[src/design/cmac_defs.svh]
// register indices, field positions, reset values and decode constants for the clock/address control block
`ifndef CMAC_DEFS_SVH
`define CMAC_DEFS_SVH

// register indices; byte address on the bus is four times the index
`define CMAC_IDX_UNLOCK   8'h06
`define CMAC_IDX_STDCFG   8'h10
`define CMAC_IDX_STATUS   8'h11
`define CMAC_IDX_CLKSEL   8'ha4
`define CMAC_IDX_CLKCTL   8'hf8
`define CMAC_IDX_PAGEXT   8'hf9
`define CMAC_IDX_FGCOL    8'hfa
`define CMAC_IDX_BGCOL    8'hfb
`define CMAC_IDX_COMPAT   8'hfc
`define CMAC_IDX_FBCTL    8'hfe

// bus address layout
`define CMAC_IDX_LSB      2
`define CMAC_IDX_MSB      9

// extension unlock key
`define CMAC_UNLOCK_KEY   8'hea

// field positions
`define CMAC_CLKSEL_HI_BIT 4
`define CMAC_FBCTL_LSB     2
`define CMAC_FBCTL_MSB     3
`define CMAC_FB_SOLID      2'h1

// reset values
`define CMAC_RST_CLKCTL   8'h00
`define CMAC_RST_COMPAT   8'h00
`define CMAC_RST_STDCFG   8'h00
`define CMAC_RST_BYTE     8'h00
`define CMAC_RST_COLOUR   4'h0

// host decode
`define CMAC_SETUP_PORT   16'h03c3
`define CMAC_IO_LO        16'h03b0
`define CMAC_IO_HI        16'h03df

// clock source codes
`define CMAC_SRC_FIRST    3'h0
`define CMAC_SRC_FEATURE  3'h2
`define CMAC_SRC_GND      3'h7
`define CMAC_MISC_CLK3    2'h3
`define CMAC_MISC_FEAT    2'h2

`endif

[src/design/cmac_pkg.sv]
// types shared by the clock/address control block
`default_nettype none
package cmac_pkg;

    // extended clock control layout, msb first
    typedef struct packed {
        logic [2:0] ext_out;
        logic       clk3_on;
        logic       ext_ovr;
        logic       out_src;
        logic       direction;
        logic       clk0_only;
    } cmac_clkctl_t;

    // compatibility control layout, msb first
    typedef struct packed {
        logic setup_en;
        logic ext_skew;
        logic seq_chain4;
        logic seq_chain;
        logic refresh_skew;
        logic ext256_en;
        logic ext256_mode;
        logic ext_attr;
    } cmac_compat_t;

    // standard-side configuration gathered in one register
    typedef struct packed {
        logic       setup_bit0;
        logic [1:0] crt_skew;
        logic       gr_chain;
        logic       chain4;
        logic       page_sel;
        logic [1:0] misc_clk;
    } cmac_stdcfg_t;

    // three upper clock pins as driven by the block
    typedef struct packed {
        logic [2:0] out;
        logic [2:0] oe;
    } cmac_upper_pins_t;

    typedef enum logic [2:0] {
        ST_IDLE = 3'b001,
        ST_WR   = 3'b010,
        ST_RD   = 3'b100
    } cmac_bus_st_t;

endpackage : cmac_pkg
`default_nettype wire

[src/design/cmac_ctrl.sv]
// extension registers with clock mux, clock pin direction, host decode and cpu address remap
//
// Functional notes
// - direction set forces select msb to zero
// - source zero drives select bits on pins
// - direction clear makes upper pins selectable inputs
// - clock-zero-only takes first clock pin unless the ground or feature override applies
// - clock3 off with select 11 grounds clock
// - override off with select 10 picks feature
// - otherwise select fields choose the clock
// - page extension keeps bit0, upper read zero
// - page bit to linear bit0 in 64K mode
// - foreground colour applies in solid mode only
// - background colour applies in solid mode only
// - key value unlocks extension register access
// - setup enable, pin, bit0 set: full decode
// - setup bit0 clear: only setup port, no memory
// - setup enable clear: setup port not decoded
// - disable pin low ignores all host access
// - extra skew bit adds one character delay
// - sequential chain4 packs address, subs high bits
// - normal chain4 subs low two bits
// - sequential chain packs address, sub on bit15
// - sequential chain ignored outside chain mode
// - source one drives extended output bits
// - 128K mode puts address bit16 on bit0
`timescale 1ns/1ns
`default_nettype none
`include "cmac_defs.svh"

module cmac_ctrl
    import cmac_pkg::*;
(
    // clock and reset
    input  wire logic               hclk,
    input  wire logic               hresetn,
    // ahb-lite slave
    input  wire logic               hsel,
    input  wire logic [31:0]        haddr,
    input  wire logic [1:0]         htrans,
    input  wire logic               hwrite,
    input  wire logic [2:0]         hsize,
    input  wire logic [31:0]        hwdata,
    input  wire logic               hready,
    output logic      [31:0]        hrdata_ff,
    output logic                    hreadyout_ff,
    output logic                    hresp_ff,
    // clock input pins
    input  wire logic               first_clock_pin,
    input  wire logic               second_clock_pin,
    input  wire logic               feature_clock_pin,
    input  wire logic               fourth_clock_pin,
    // upper clock pins, two-way
    input  wire logic [2:0]         upper_clock_pin_in,
    output cmac_upper_pins_t        upper_clock_pin_ff,
    // selected clock
    output logic                    dot_clock_ff,
    output logic      [2:0]         clock_src_ff,
    // host decode
    input  wire logic               host_enable_pin,
    input  wire logic               host_io_valid,
    input  wire logic [15:0]        host_io_addr,
    input  wire logic               host_mem_valid,
    output logic                    io_accept_ff,
    output logic                    mem_accept_ff,
    // cpu address remap
    input  wire logic [16:0]        cpu_addr,
    output logic      [15:0]        linear_addr_ff,
    // display side
    output logic      [3:0]         fg_colour_ff,
    output logic      [3:0]         bg_colour_ff,
    output logic                    solid_fb_ff,
    output logic      [2:0]         de_skew_ff
);

    // register state
    logic                   unlocked_ff;
    cmac_clkctl_t           clkctl_ff;
    logic                   clksel_hi_ff;
    logic                   page_ext_ff;
    logic [3:0]             fg_ff;
    logic [3:0]             bg_ff;
    cmac_compat_t           compat_ff;
    logic [1:0]             fbctl_ff;
    cmac_stdcfg_t           stdcfg_ff;

    // bus state
    cmac_bus_st_t           st_ff;
    logic [7:0]             idx_ff;
    logic                   addr_ok_ff;
    logic                   take;
    logic                   wr_en;
    logic                   ext_wr;
    logic [7:0]             wdat;
    logic [7:0]             rd_byte;

    // derived
    logic                   io_dec;
    logic                   mem_dec;
    logic [2:0]             nxt_clock_src;
    logic                   nxt_dot_clock;
    logic [2:0]             sel_raw;
    logic [2:0]             sel_eff;
    logic [15:0]            nxt_linear_addr;
    logic [1:0]             sub4;
    logic                   sub2;

    assign take   = hsel && htrans[1] && hready;
    assign wr_en  = (st_ff == ST_WR) && addr_ok_ff;
    assign ext_wr = wr_en && unlocked_ff;
    assign wdat   = hwdata[7:0];

    // bus phase tracking; reads take one wait state so a write just committed is visible
    always_ff @(posedge hclk or negedge hresetn)
    begin
        if (!hresetn)
        begin
            st_ff        <= ST_IDLE;
            idx_ff       <= 8'h00;
            addr_ok_ff   <= 1'b0;
            hreadyout_ff <= 1'b1;
        end
        else if (take)
        begin
            idx_ff       <= haddr[`CMAC_IDX_MSB:`CMAC_IDX_LSB];
            addr_ok_ff   <= (haddr[31:`CMAC_IDX_MSB+1] == 22'h000000) && (haddr[1:0] == 2'h0);
            st_ff        <= hwrite ? ST_WR : ST_RD;
            hreadyout_ff <= hwrite;
        end
        else
        begin
            st_ff        <= ST_IDLE;
            hreadyout_ff <= 1'b1;
        end
    end

    // response is always okay
    always_ff @(posedge hclk or negedge hresetn)
    begin
        if (!hresetn)
            hresp_ff <= 1'b0;
        else
            hresp_ff <= 1'b0;
    end

    // read data captured at the end of the wait state
    always_ff @(posedge hclk or negedge hresetn)
    begin
        if (!hresetn)
            hrdata_ff <= 32'h00000000;
        else if (st_ff == ST_RD)
            hrdata_ff <= {24'h000000, rd_byte};
    end

    // read mux; locked extension registers read as zero
    always_comb
    begin
        rd_byte = 8'h00;
        if (!addr_ok_ff)
            rd_byte = 8'h00;
        else if (idx_ff == `CMAC_IDX_UNLOCK)
            rd_byte = {7'h00, unlocked_ff};
        else if (idx_ff == `CMAC_IDX_STDCFG)
            rd_byte = stdcfg_ff;
        else if (idx_ff == `CMAC_IDX_STATUS)
            rd_byte = {2'h0, unlocked_ff, mem_dec, io_dec, clock_src_ff};
        else if (!unlocked_ff)
            rd_byte = 8'h00;
        else if (idx_ff == `CMAC_IDX_CLKSEL)
            rd_byte = {3'h0, clksel_hi_ff, 4'h0};
        else if (idx_ff == `CMAC_IDX_CLKCTL)
            rd_byte = clkctl_ff;
        else if (idx_ff == `CMAC_IDX_PAGEXT)
            rd_byte = {7'h00, page_ext_ff};
        else if (idx_ff == `CMAC_IDX_FGCOL)
            rd_byte = {4'h0, fg_ff};
        else if (idx_ff == `CMAC_IDX_BGCOL)
            rd_byte = {4'h0, bg_ff};
        else if (idx_ff == `CMAC_IDX_COMPAT)
            rd_byte = compat_ff;
        else if (idx_ff == `CMAC_IDX_FBCTL)
            rd_byte = {4'h0, fbctl_ff, 2'h0};
    end

    // unlock: key opens, any other value closes
    always_ff @(posedge hclk or negedge hresetn)
    begin
        if (!hresetn)
            unlocked_ff <= 1'b0;
        else if (wr_en && idx_ff == `CMAC_IDX_UNLOCK)
            unlocked_ff <= (wdat == `CMAC_UNLOCK_KEY);
    end

    // standard configuration is never locked
    always_ff @(posedge hclk or negedge hresetn)
    begin
        if (!hresetn)
            stdcfg_ff <= `CMAC_RST_STDCFG;
        else if (wr_en && idx_ff == `CMAC_IDX_STDCFG)
            stdcfg_ff <= wdat;
    end

    // clock registers; changing them glitches the dot clock, so software holds reset meanwhile
    always_ff @(posedge hclk or negedge hresetn)
    begin
        if (!hresetn)
        begin
            clkctl_ff    <= `CMAC_RST_CLKCTL;
            clksel_hi_ff <= 1'b0;
        end
        else
        begin
            if (ext_wr && idx_ff == `CMAC_IDX_CLKCTL)
                clkctl_ff <= wdat;
            if (ext_wr && idx_ff == `CMAC_IDX_CLKSEL)
                clksel_hi_ff <= wdat[`CMAC_CLKSEL_HI_BIT];
        end
    end

    // remaining extension registers
    always_ff @(posedge hclk or negedge hresetn)
    begin
        if (!hresetn)
        begin
            page_ext_ff <= 1'b0;
            fg_ff       <= `CMAC_RST_COLOUR;
            bg_ff       <= `CMAC_RST_COLOUR;
            compat_ff   <= `CMAC_RST_COMPAT;
            fbctl_ff    <= 2'h0;
        end
        else
        begin
            if (ext_wr && idx_ff == `CMAC_IDX_PAGEXT)
                page_ext_ff <= wdat[0];
            if (ext_wr && idx_ff == `CMAC_IDX_FGCOL)
                fg_ff <= wdat[3:0];
            if (ext_wr && idx_ff == `CMAC_IDX_BGCOL)
                bg_ff <= wdat[3:0];
            if (ext_wr && idx_ff == `CMAC_IDX_COMPAT)
                compat_ff <= wdat;
            if (ext_wr && idx_ff == `CMAC_IDX_FBCTL)
                fbctl_ff <= wdat[`CMAC_FBCTL_MSB:`CMAC_FBCTL_LSB];
        end
    end

    // clock source selection, overrides first
    assign sel_raw = {clksel_hi_ff, stdcfg_ff.misc_clk};
    assign sel_eff = {clksel_hi_ff & ~clkctl_ff.direction, stdcfg_ff.misc_clk};
    always_comb
    begin
        if (!clkctl_ff.clk3_on && stdcfg_ff.misc_clk == `CMAC_MISC_CLK3)
            nxt_clock_src = `CMAC_SRC_GND;
        else if (!clkctl_ff.ext_ovr && stdcfg_ff.misc_clk == `CMAC_MISC_FEAT)
            nxt_clock_src = `CMAC_SRC_FEATURE;
        else if (clkctl_ff.clk0_only)
            nxt_clock_src = `CMAC_SRC_FIRST;
        else
            nxt_clock_src = sel_eff;
    end

    // pin level of the chosen source; code 7 has no pin and stays grounded
    always_comb
    begin
        case (nxt_clock_src)
            3'h0:    nxt_dot_clock = first_clock_pin;
            3'h1:    nxt_dot_clock = second_clock_pin;
            3'h2:    nxt_dot_clock = feature_clock_pin;
            3'h3:    nxt_dot_clock = fourth_clock_pin;
            3'h4:    nxt_dot_clock = upper_clock_pin_in[0];
            3'h5:    nxt_dot_clock = upper_clock_pin_in[1];
            3'h6:    nxt_dot_clock = upper_clock_pin_in[2];
            default: nxt_dot_clock = 1'b0;
        endcase
    end

    // selected clock sampled into flops
    always_ff @(posedge hclk or negedge hresetn)
    begin
        if (!hresetn)
        begin
            clock_src_ff <= `CMAC_SRC_GND;
            dot_clock_ff <= 1'b0;
        end
        else
        begin
            clock_src_ff <= nxt_clock_src;
            dot_clock_ff <= nxt_dot_clock;
        end
    end

    // upper pins: outputs only while direction is set
    always_ff @(posedge hclk or negedge hresetn)
    begin
        if (!hresetn)
            upper_clock_pin_ff <= '0;
        else
        begin
            upper_clock_pin_ff.oe <= {3{clkctl_ff.direction}};
            if (clkctl_ff.out_src)
                upper_clock_pin_ff.out <= clkctl_ff.ext_out;
            else
                upper_clock_pin_ff.out <= sel_raw; // unforced msb goes out
        end
    end

    // host decode
    always_comb
    begin
        io_dec  = 1'b0;
        mem_dec = 1'b0;
        if (!host_enable_pin)
        begin
            io_dec  = 1'b0;
            mem_dec = 1'b0;
        end
        else if (compat_ff.setup_en)
        begin
            io_dec  = (host_io_addr == `CMAC_SETUP_PORT) ||
                      (stdcfg_ff.setup_bit0 && host_io_addr >= `CMAC_IO_LO && host_io_addr <= `CMAC_IO_HI);
            mem_dec = stdcfg_ff.setup_bit0;
        end
        else
        begin
            io_dec  = (host_io_addr != `CMAC_SETUP_PORT) &&
                      host_io_addr >= `CMAC_IO_LO && host_io_addr <= `CMAC_IO_HI;
            mem_dec = 1'b1;
        end
    end

    // host accept strobes
    always_ff @(posedge hclk or negedge hresetn)
    begin
        if (!hresetn)
        begin
            io_accept_ff  <= 1'b0;
            mem_accept_ff <= 1'b0;
        end
        else
        begin
            io_accept_ff  <= host_io_valid && io_dec;
            mem_accept_ff <= host_mem_valid && mem_dec;
        end
    end

    // substituted bits for chain-4 and chain modes
    always_comb
    begin
        sub4 = cpu_addr[1:0];
        if (compat_ff.ext256_en && !compat_ff.ext256_mode)
            sub4 = {stdcfg_ff.page_sel, page_ext_ff};
        else if (compat_ff.ext256_en)
            sub4 = {stdcfg_ff.page_sel, cpu_addr[16]};
        sub2 = stdcfg_ff.page_sel;
    end

    // cpu to linear address map
    always_comb
    begin
        if (stdcfg_ff.chain4 && compat_ff.seq_chain4)
            nxt_linear_addr = {sub4, cpu_addr[15:2]};
        else if (stdcfg_ff.chain4)
            nxt_linear_addr = {cpu_addr[15:2], sub4};
        else if (stdcfg_ff.gr_chain && compat_ff.seq_chain)
            nxt_linear_addr = {sub2, cpu_addr[15:1]};
        else if (stdcfg_ff.gr_chain)
            nxt_linear_addr = {cpu_addr[15:1], sub2};
        else
            nxt_linear_addr = cpu_addr[15:0];
    end

    // linear address and display-side outputs
    always_ff @(posedge hclk or negedge hresetn)
    begin
        if (!hresetn)
        begin
            linear_addr_ff <= 16'h0000;
            solid_fb_ff    <= 1'b0;
            fg_colour_ff   <= `CMAC_RST_COLOUR;
            bg_colour_ff   <= `CMAC_RST_COLOUR;
            de_skew_ff     <= 3'h0;
        end
        else
        begin
            linear_addr_ff <= nxt_linear_addr;
            solid_fb_ff    <= (fbctl_ff == `CMAC_FB_SOLID);
            fg_colour_ff   <= (fbctl_ff == `CMAC_FB_SOLID) ? fg_ff : `CMAC_RST_COLOUR;
            bg_colour_ff   <= (fbctl_ff == `CMAC_FB_SOLID) ? bg_ff : `CMAC_RST_COLOUR;
            de_skew_ff     <= {1'b0, stdcfg_ff.crt_skew} + {2'h0, compat_ff.ext_skew};
        end
    end

    // checks
    AST_FORCE_MSB: assert property (@(posedge hclk) disable iff (!hresetn)
        clkctl_ff.direction |=> (!clock_src_ff[2] || clock_src_ff == `CMAC_SRC_GND))
        else $error("upper clock pin selected while pins are outputs");

    AST_PIN_SEL: assert property (@(posedge hclk) disable iff (!hresetn)
        (clkctl_ff.direction && !clkctl_ff.out_src) |=> upper_clock_pin_ff.out == $past(sel_raw))
        else $error("select bits not driven on upper pins");

    AST_PIN_EXT: assert property (@(posedge hclk) disable iff (!hresetn)
        (clkctl_ff.direction && clkctl_ff.out_src) |=>
        (upper_clock_pin_ff.out == $past(clkctl_ff.ext_out)) && (upper_clock_pin_ff.oe == 3'h7))
        else $error("extended output bits not driven on upper pins");

    AST_PIN_IN: assert property (@(posedge hclk) disable iff (!hresetn)
        !clkctl_ff.direction |=> upper_clock_pin_ff.oe == 3'h0)
        else $error("upper pins driven while inputs");

    AST_CLK0: assert property (@(posedge hclk) disable iff (!hresetn)
        (clkctl_ff.clk0_only && clkctl_ff.clk3_on && clkctl_ff.ext_ovr) |=>
        (clock_src_ff == `CMAC_SRC_FIRST) && (dot_clock_ff == $past(first_clock_pin)))
        else $error("clock zero only did not pick first pin");

    AST_GND: assert property (@(posedge hclk) disable iff (!hresetn)
        (!clkctl_ff.clk3_on && stdcfg_ff.misc_clk == `CMAC_MISC_CLK3) |=> !dot_clock_ff ##0 clock_src_ff == 3'h7)
        else $error("clock three not grounded");

    AST_FEAT: assert property (@(posedge hclk) disable iff (!hresetn)
        (!clkctl_ff.ext_ovr && stdcfg_ff.misc_clk == `CMAC_MISC_FEAT) |=>
        dot_clock_ff == $past(feature_clock_pin))
        else $error("feature clock override missed");

    AST_PAGEXT_RD: assert property (@(posedge hclk) disable iff (!hresetn)
        (st_ff == ST_RD && idx_ff == `CMAC_IDX_PAGEXT) |=> hrdata_ff[31:1] == 31'h0 ##0 hreadyout_ff)
        else $error("page extension upper bits not zero");

    AST_LOCK: assert property (@(posedge hclk) disable iff (!hresetn)
        (!unlocked_ff && st_ff == ST_WR) |=> $stable(compat_ff) && $stable(clkctl_ff) && $stable(page_ext_ff))
        else $error("locked register changed");

    AST_DISABLE: assert property (@(posedge hclk) disable iff (!hresetn)
        !host_enable_pin |=> !io_accept_ff && !mem_accept_ff)
        else $error("access accepted while disabled");

    AST_SETUP_ONLY: assert property (@(posedge hclk) disable iff (!hresetn)
        (host_enable_pin && compat_ff.setup_en && !stdcfg_ff.setup_bit0 && host_mem_valid) |=> !mem_accept_ff)
        else $error("memory accepted in setup-only state");

    AST_SEQ4: assert property (@(posedge hclk) disable iff (!hresetn)
        (stdcfg_ff.chain4 && compat_ff.seq_chain4) |=> linear_addr_ff[13:0] == $past(cpu_addr[15:2]))
        else $error("sequential chain4 mapping wrong");

    AST_SKEW: assert property (@(posedge hclk) disable iff (!hresetn)
        compat_ff.ext_skew |=> de_skew_ff == $past(stdcfg_ff.crt_skew) + 3'h1)
        else $error("display enable skew not extended");

endmodule : cmac_ctrl
`default_nettype wire

[config.mk]
export PLATFORM = sky130hd
export DESIGN_NAME = cmac_ctrl
export DESIGN_NICKNAME = d
export VERILOG_FILES = /design/src/design/cmac_pkg.sv /design/src/design/cmac_ctrl.sv
export VERILOG_INCLUDE_DIRS = /design/src /design/src/design
export SDC_FILE = /design/constraint.sdc
export NUM_CORES = 1
export LEC_CHECK = 0
export BUFFER_PORTS_ARGS = -buffer_cell sky130_fd_sc_hd__buf_2
export CAP_MARGIN = 25
export CORE_MARGIN = 1.5
export CORE_UTILIZATION = 40
export CTS_CLUSTER_SIZE = 40
export DETAILED_ROUTE_END_ITERATION = 10
export MAX_ROUTING_LAYER = met4
export PLACE_DENSITY = 0.68
export SKIP_LAST_GASP = 1
export SYNTH_ARGS = -nofsm -noshare
export SYNTH_HDL_FRONTEND = slang
export SYNTH_SLANG_ARGS = --single-unit
[constraint.sdc]
create_clock -name hclk -period 4.1 [get_ports hclk]
set_input_delay 0.615 -clock hclk [delete_from_list [all_inputs] [get_ports hclk]]
set_output_delay 0.615 -clock hclk [all_outputs]
set_load 0.01 [all_outputs]
## Yosys cells after proc, flatten, opt, wreduce, memory -nomap -nowiden

Cells that the tools add are included.

- Bits in registers: 96
- Logic and storage cells: 135
- Input bits: 117

- Equality and inequality tests: 24
- Mux-type cells: 32
- Reduce and logical (&&, ||, !) cells: 32
- Order comparisons: 2
- $add $sub $neg: 1
- Bitwise gates (word level): 2

Operators with widths:

| operator | count |
|---|---|
| $mux W8 | 11 |
| $eq A8 B8 Y1 const B | 8 |
| $mux W16 | 3 |
| $logic_and A1 B1 Y1 | 25 |
| $logic_not A22 Y1 | 1 |
| $mux W3 | 6 |
| $eq A16 B10 Y1 const B | 1 |
| $eq A8 B5 Y1 const B | 2 |
| $ge A16 B10 Y1 const B | 1 |
| $le A16 B10 Y1 const B | 1 |
| $ne A16 B10 Y1 const B | 1 |
| $eq A3 B3 Y1 const B | 4 |
| $mux W4 | 3 |
| $eq A3 B2 Y1 const B | 3 |
| $eq A8 B3 Y1 const B | 1 |
| $pmux W1 S7 | 1 |
| $mux W1 | 6 |
| $eq A2 B2 Y1 const B | 2 |
| $mux W2 | 2 |
| $add A2 B1 Y3 | 1 |
| $eq A3 B1 Y1 const B | 1 |
| $logic_not A1 Y1 | 3 |
| $logic_not A3 Y1 | 1 |
| $eq A2 B1 Y1 const B | 1 |
| 4 further kinds | 4 |

## Depth between registers and ports, before layout

- Word-level depth: 13
- Gate-level depth with buffers: 7
- Depth with buffers taken out: 5

## Least setup slack after synthesis

OpenSTA, ideal clock, no wires.

- Path type: register to register
- Start: register st_ff[1]
- End: register hrdata_ff[1]
- Path buffers: 1
- Clock period less this slack: 2.219 ns
- Library setup time: 0.064 ns
- Path slack: 1.881 ns
- Stages on the path, launching flop included: 7
- Arrival: 2.154 ns
- Cells stage by stage: dfrtp_1 or3b_1 buf_6 a311o_4 or4b_4 a311oi_2 a211o_1

- Word-level cells in the longest chain between the ends: 1

RTL lines:

| item | line | RTL |
|---|---|---|
| from (decl) | cmac_ctrl.sv:88 | `cmac_bus_st_t st_ff;` |
| from (signal assigned) | cmac_ctrl.sv:127 | `st_ff <= hwrite ? ST_WR : ST_RD;` |
| $eq A3 B3 Y1 | cmac_ctrl.sv:151 | `else if (st_ff == ST_RD)` |
| to (signal assigned) | cmac_ctrl.sv:152 | `hrdata_ff <= {24'h000000, rd_byte};` |
| to (decl) | cmac_ctrl.sv:45 | `output logic [31:0] hrdata_ff,` |

No other way between the ends.
A chain may end at the register's enable or synchronous reset.

## Final worst setup path

- Start: register idx_ff[2]
- End: register hrdata_ff[1]

- Word-level cells in the longest chain between the ends: 12

RTL lines:

| item | line | RTL |
|---|---|---|
| from (decl) | cmac_ctrl.sv:89 | `logic [7:0] idx_ff;` |
| from (signal assigned) | cmac_ctrl.sv:125 | `` idx_ff <= haddr[`CMAC_IDX_MSB:`CMAC_IDX_LSB]; `` |
| $eq A8 B8 Y1 (no source line) | - |  |
| $mux W8 | cmac_ctrl.sv:179 | `` else if (idx_ff == `CMAC_IDX_COMPAT) `` |
| $mux W8 | cmac_ctrl.sv:177 | `` else if (idx_ff == `CMAC_IDX_BGCOL) `` |
| $mux W8 | cmac_ctrl.sv:175 | `` else if (idx_ff == `CMAC_IDX_FGCOL) `` |
| $mux W8 | cmac_ctrl.sv:173 | `` else if (idx_ff == `CMAC_IDX_PAGEXT) `` |
| $mux W8 | cmac_ctrl.sv:171 | `` else if (idx_ff == `CMAC_IDX_CLKCTL) `` |
| $mux W8 | cmac_ctrl.sv:169 | `` else if (idx_ff == `CMAC_IDX_CLKSEL) `` |
| $mux W8 | cmac_ctrl.sv:167 | `else if (!unlocked_ff)` |
| $mux W8 | cmac_ctrl.sv:165 | `` else if (idx_ff == `CMAC_IDX_STATUS) `` |
| $mux W8 | cmac_ctrl.sv:163 | `` else if (idx_ff == `CMAC_IDX_STDCFG) `` |
| $mux W8 (*) | cmac_ctrl.sv:161 | `` else if (idx_ff == `CMAC_IDX_UNLOCK) `` |
| $mux W8 (*) | cmac_ctrl.sv:159 | `if (!addr_ok_ff)` |

Every way passes the cells marked *; elsewhere a longest branch is shown, timed or not.

==> metrics.md <==
| Metric | Value |
|---|---|
| Status | completed |
| DRT Pass-1 Iters | 4 |
| Required @ worst endpoint | 4.33 ns |
| Met3 wire len | 630 um |
| Clock Tree Buf Depth | 2 |
| Port Buffer Count | 137 |
| Post-CTS Hold Buffers | 0 |
| Area Growth Syn to Fin | 22.2% |
| Slew Limit Fails | 0 |
| Final Hold Viols | 0 |
| Peak VDD IR | 0.182 mV |
| Post-Route Utilization | 49.7% |
| Multiplexer share of the synthesized area | 14.8% |
| Final setup fails | 0 |
| First-pass GRT wire length | 18400 um |
| Fill count | 1029 |
| Yosys cell types | 58 |
| Asr flop ratio synth | 100% |
| Peak fanout along the critical path | 11 |
| Die width | 111 um |
| CTS resizes | 0 |
| Initial Utilization | 40.7% |
| Critical path launch point type | flop |
| CTS tree | built |
| Worst hold path class | input pin to asynchronous set/reset pin |
| Largest net degree at the start of global routing | 74 |
| Wire length per cell | 16.2 um |
| DR iter-0 viols | 292 |
| Grt total ovfl | 0 |
| Reg2Reg Capture Point | hrdata_ff[1]$_DFFE_PN0N_ |
| Vias | 3635 |
| Placer Congestion | 0.834 |
| Root Buffer | clkbuf_16 |
| Crit end category | flop |
| Worst skew pair latency | 0.35 ns |
| Ys Warns | 0 |
| Arr. time, crit path | 2.87 ns |
| Worst-Margin Slew | 0.903 ns |
| Compound-Gate Fraction of Synth Area | 10.6% |
| Post-CTS setup buffers | 0 |
| Total number of H-tree levels | 3 |
| Antenna diode count | 0 |
| CP cell instances | or4b_1 -> nor4_2 -> or4b_4 -> a311oi_2 -> a211o_1 |
| Synth Register Bits | 96 |
| NumNets Final | 664 |
| Slew HR | 39.8% |
| Top_reg_cell synth | dfrtp_1 |
| Die Ht | 111 um |
| Post-Syn Area | 4620 um^2 |
| Pleak | 2.71 nW |
| Crit share post-route | 64.3% |
| Max_cap viols | 0 |
| Routed WL | 11300 um |
| Power Density | 387 nW/um^2 |
| Wire length on met2 | 5490 um |
| Total CTS buffers | 9 |
| R2R Path Start | idx_ff[2]$_DFFE_PN0P_ |
| Layout cells sized above 1 | 40.4% |
| Top routing layer in use | met4 |
| Syn avg cell area | 11.3 um^2 |
| IO Pins | 191 |
| DRC Markers | 0 |
| Placeable Area | 11400 um^2 |
| Vias/cell | 5.25 |
| Simple-gate area share of the yosys netlist | 15.2% |
| Clock sinks | 96 |
| Global Route Usage Sum | 19.5% |
| Unrepaired setup endpoints after global routing | false |
| Synth Area in Adders | 0.541% |
| CP Class | flop to flop |
| Internal reg-to-reg setup slack | 1.46 ns |
| Fmax | 0.379 GHz |
| CP peak stage delay | 0.71 ns |
| Register area share after synthesis | 52.1% |
| Die area | 12200 um^2 |
| Row count | 39 |
| Vias in the first global route | 3668 |
| DP Wirelength | 8480 um |
| Setup tns final | 0 ns |
| Clk_skew | 0.00733 ns |
| Synth Area in XOR/XNOR | 0.189% |
| Most common cell after layout, fill and taps aside | buf_2 |
| EDFF count, synth | 0 |
| Worst reg-to-reg path cell count | 5 |
| Main combinational cell family by area after synthesis | simple AND/OR/NAND/NOR gates |
| Initial antenna violation count | 0 |
| Clk slew on worst S/H paths | 0.07 ns |
| Slowest cell on crit path | nor4_2 |
| DRT antenna net count | 0 |
| Met1 WL | 4940 um |
| Synth Instances | 409 |
| Most frequent cells in the layout | buf_2, dfrtp_1, nand2_1 |
| Final min period | 2.64 ns |
## power by group
part | switching, W | internal [W] | total (W)
clock | 0.000367 | 0.000472 | 0.000839
sequential | 0.0000680 | 0.00101 | 0.00107
combinational | 0.000148 | 0.000125 | 0.000273
## logic make-up (layout without fill, tap and decap cells)
logic type,Yosys count,count (layout)
simple gates,131,131
flops,96,96
compound gates,66,66
mux,61,61
buf+inv,51,168
fa+ha+maj,2,2
other cells,1,25
xor+xnor,1,1
## how the worst max path moves through the flow
stage	start	end	slack (ns)	cells after the start
finish	idx_ff[2]$_DFFE_PN0P_	hrdata_ff[1]$_DFFE_PN0N_	1.46	5
global route	idx_ff[2]$_DFFE_PN0P_	hrdata_ff[1]$_DFFE_PN0N_	1.37	5
CTS	idx_ff[2]$_DFFE_PN0P_	hrdata_ff[1]$_DFFE_PN0N_	1.51	5
detailed placement	idx_ff[2]$_DFFE_PN0P_	hrdata_ff[1]$_DFFE_PN0N_	1.54	5
global placement	idx_ff[2]$_DFFE_PN0P_	stdcfg_ff[7]$_DFFE_PN0P_	1.48	4
floorplan	st_ff[1]$_DFF_PN0_	hrdata_ff[1]$_DFFE_PN0N_	1.88	6
## synth_stat cells, types with 4 or more instances
master,n,area share [%]
o211ai_1,4,0.65
dfrtp_1,91,49
inv_1,11,0.89
nor3_1,9,0.97
nor2_1,15,1.2
mux2i_1,10,2.2
nor4_1,10,1.4
dfstp_2,5,2.8
mux2_2,50,12
o21ai_0,13,1.4
nand2_1,51,4.1
and2_1,9,1.2
nand3_1,6,0.65
buf_4,27,4.4
a22oi_1,20,3.2
nand2b_1,6,0.81
a221o_1,4,0.87
clkbuf_1,12,0.97
a21oi_1,7,0.76
## final cells by class
type,count,area [um^2],share of cell area (%)
tap,143,179,3.17
clock buffer,9,225,3.99
sequential,96,2410,42.6
inverter,11,41.3,0.731
multi-input combinational,286,2010,35.5
timing repair buffer,141,718,12.7
clock inverter,7,72.6,1.28
## routing by layer
| metal | track usage (%) | up-vias |
|---|---|---|
| met4 | 5.81 | 0 |
| met1 | 25.3 | 1772 |
| li1 | - | 1701 |
| met5 | - | - |
| met2 | 31.0 | 143 |
| met3 | 4.23 | 19 |
## stage by stage
stage	hold WS, ns	area (um^2)	total power (W)	std cells	worst slack, ns
floorplan	0.319	4710	0.00124	433	1.88
global placement	0.466	5350	0.00136	677	1.48
detailed placement	0.473	5350	0.00137	677	1.54
CTS	0.441	5650	0.00220	693	1.51
global route	0.473	5650	0.00228	693	1.37
finish	0.392	5650	0.00219	693	1.46
## worst max-delay path: cells and delay by family (launching register included)
kind / cells / cell delay (ns)
flops: 1 / 0.54
simple gates: 3 / 1.65
compound gates: 2 / 0.33
## sequential cells by signal, summed over array words and instances (netlist names), 5 cells and up
signal,flops
clkctl_ff,8
compat_ff,8
hrdata_ff,8
idx_ff,8
linear_addr_ff,16
stdcfg_ff,5
(Power assumes the default switching activity.)
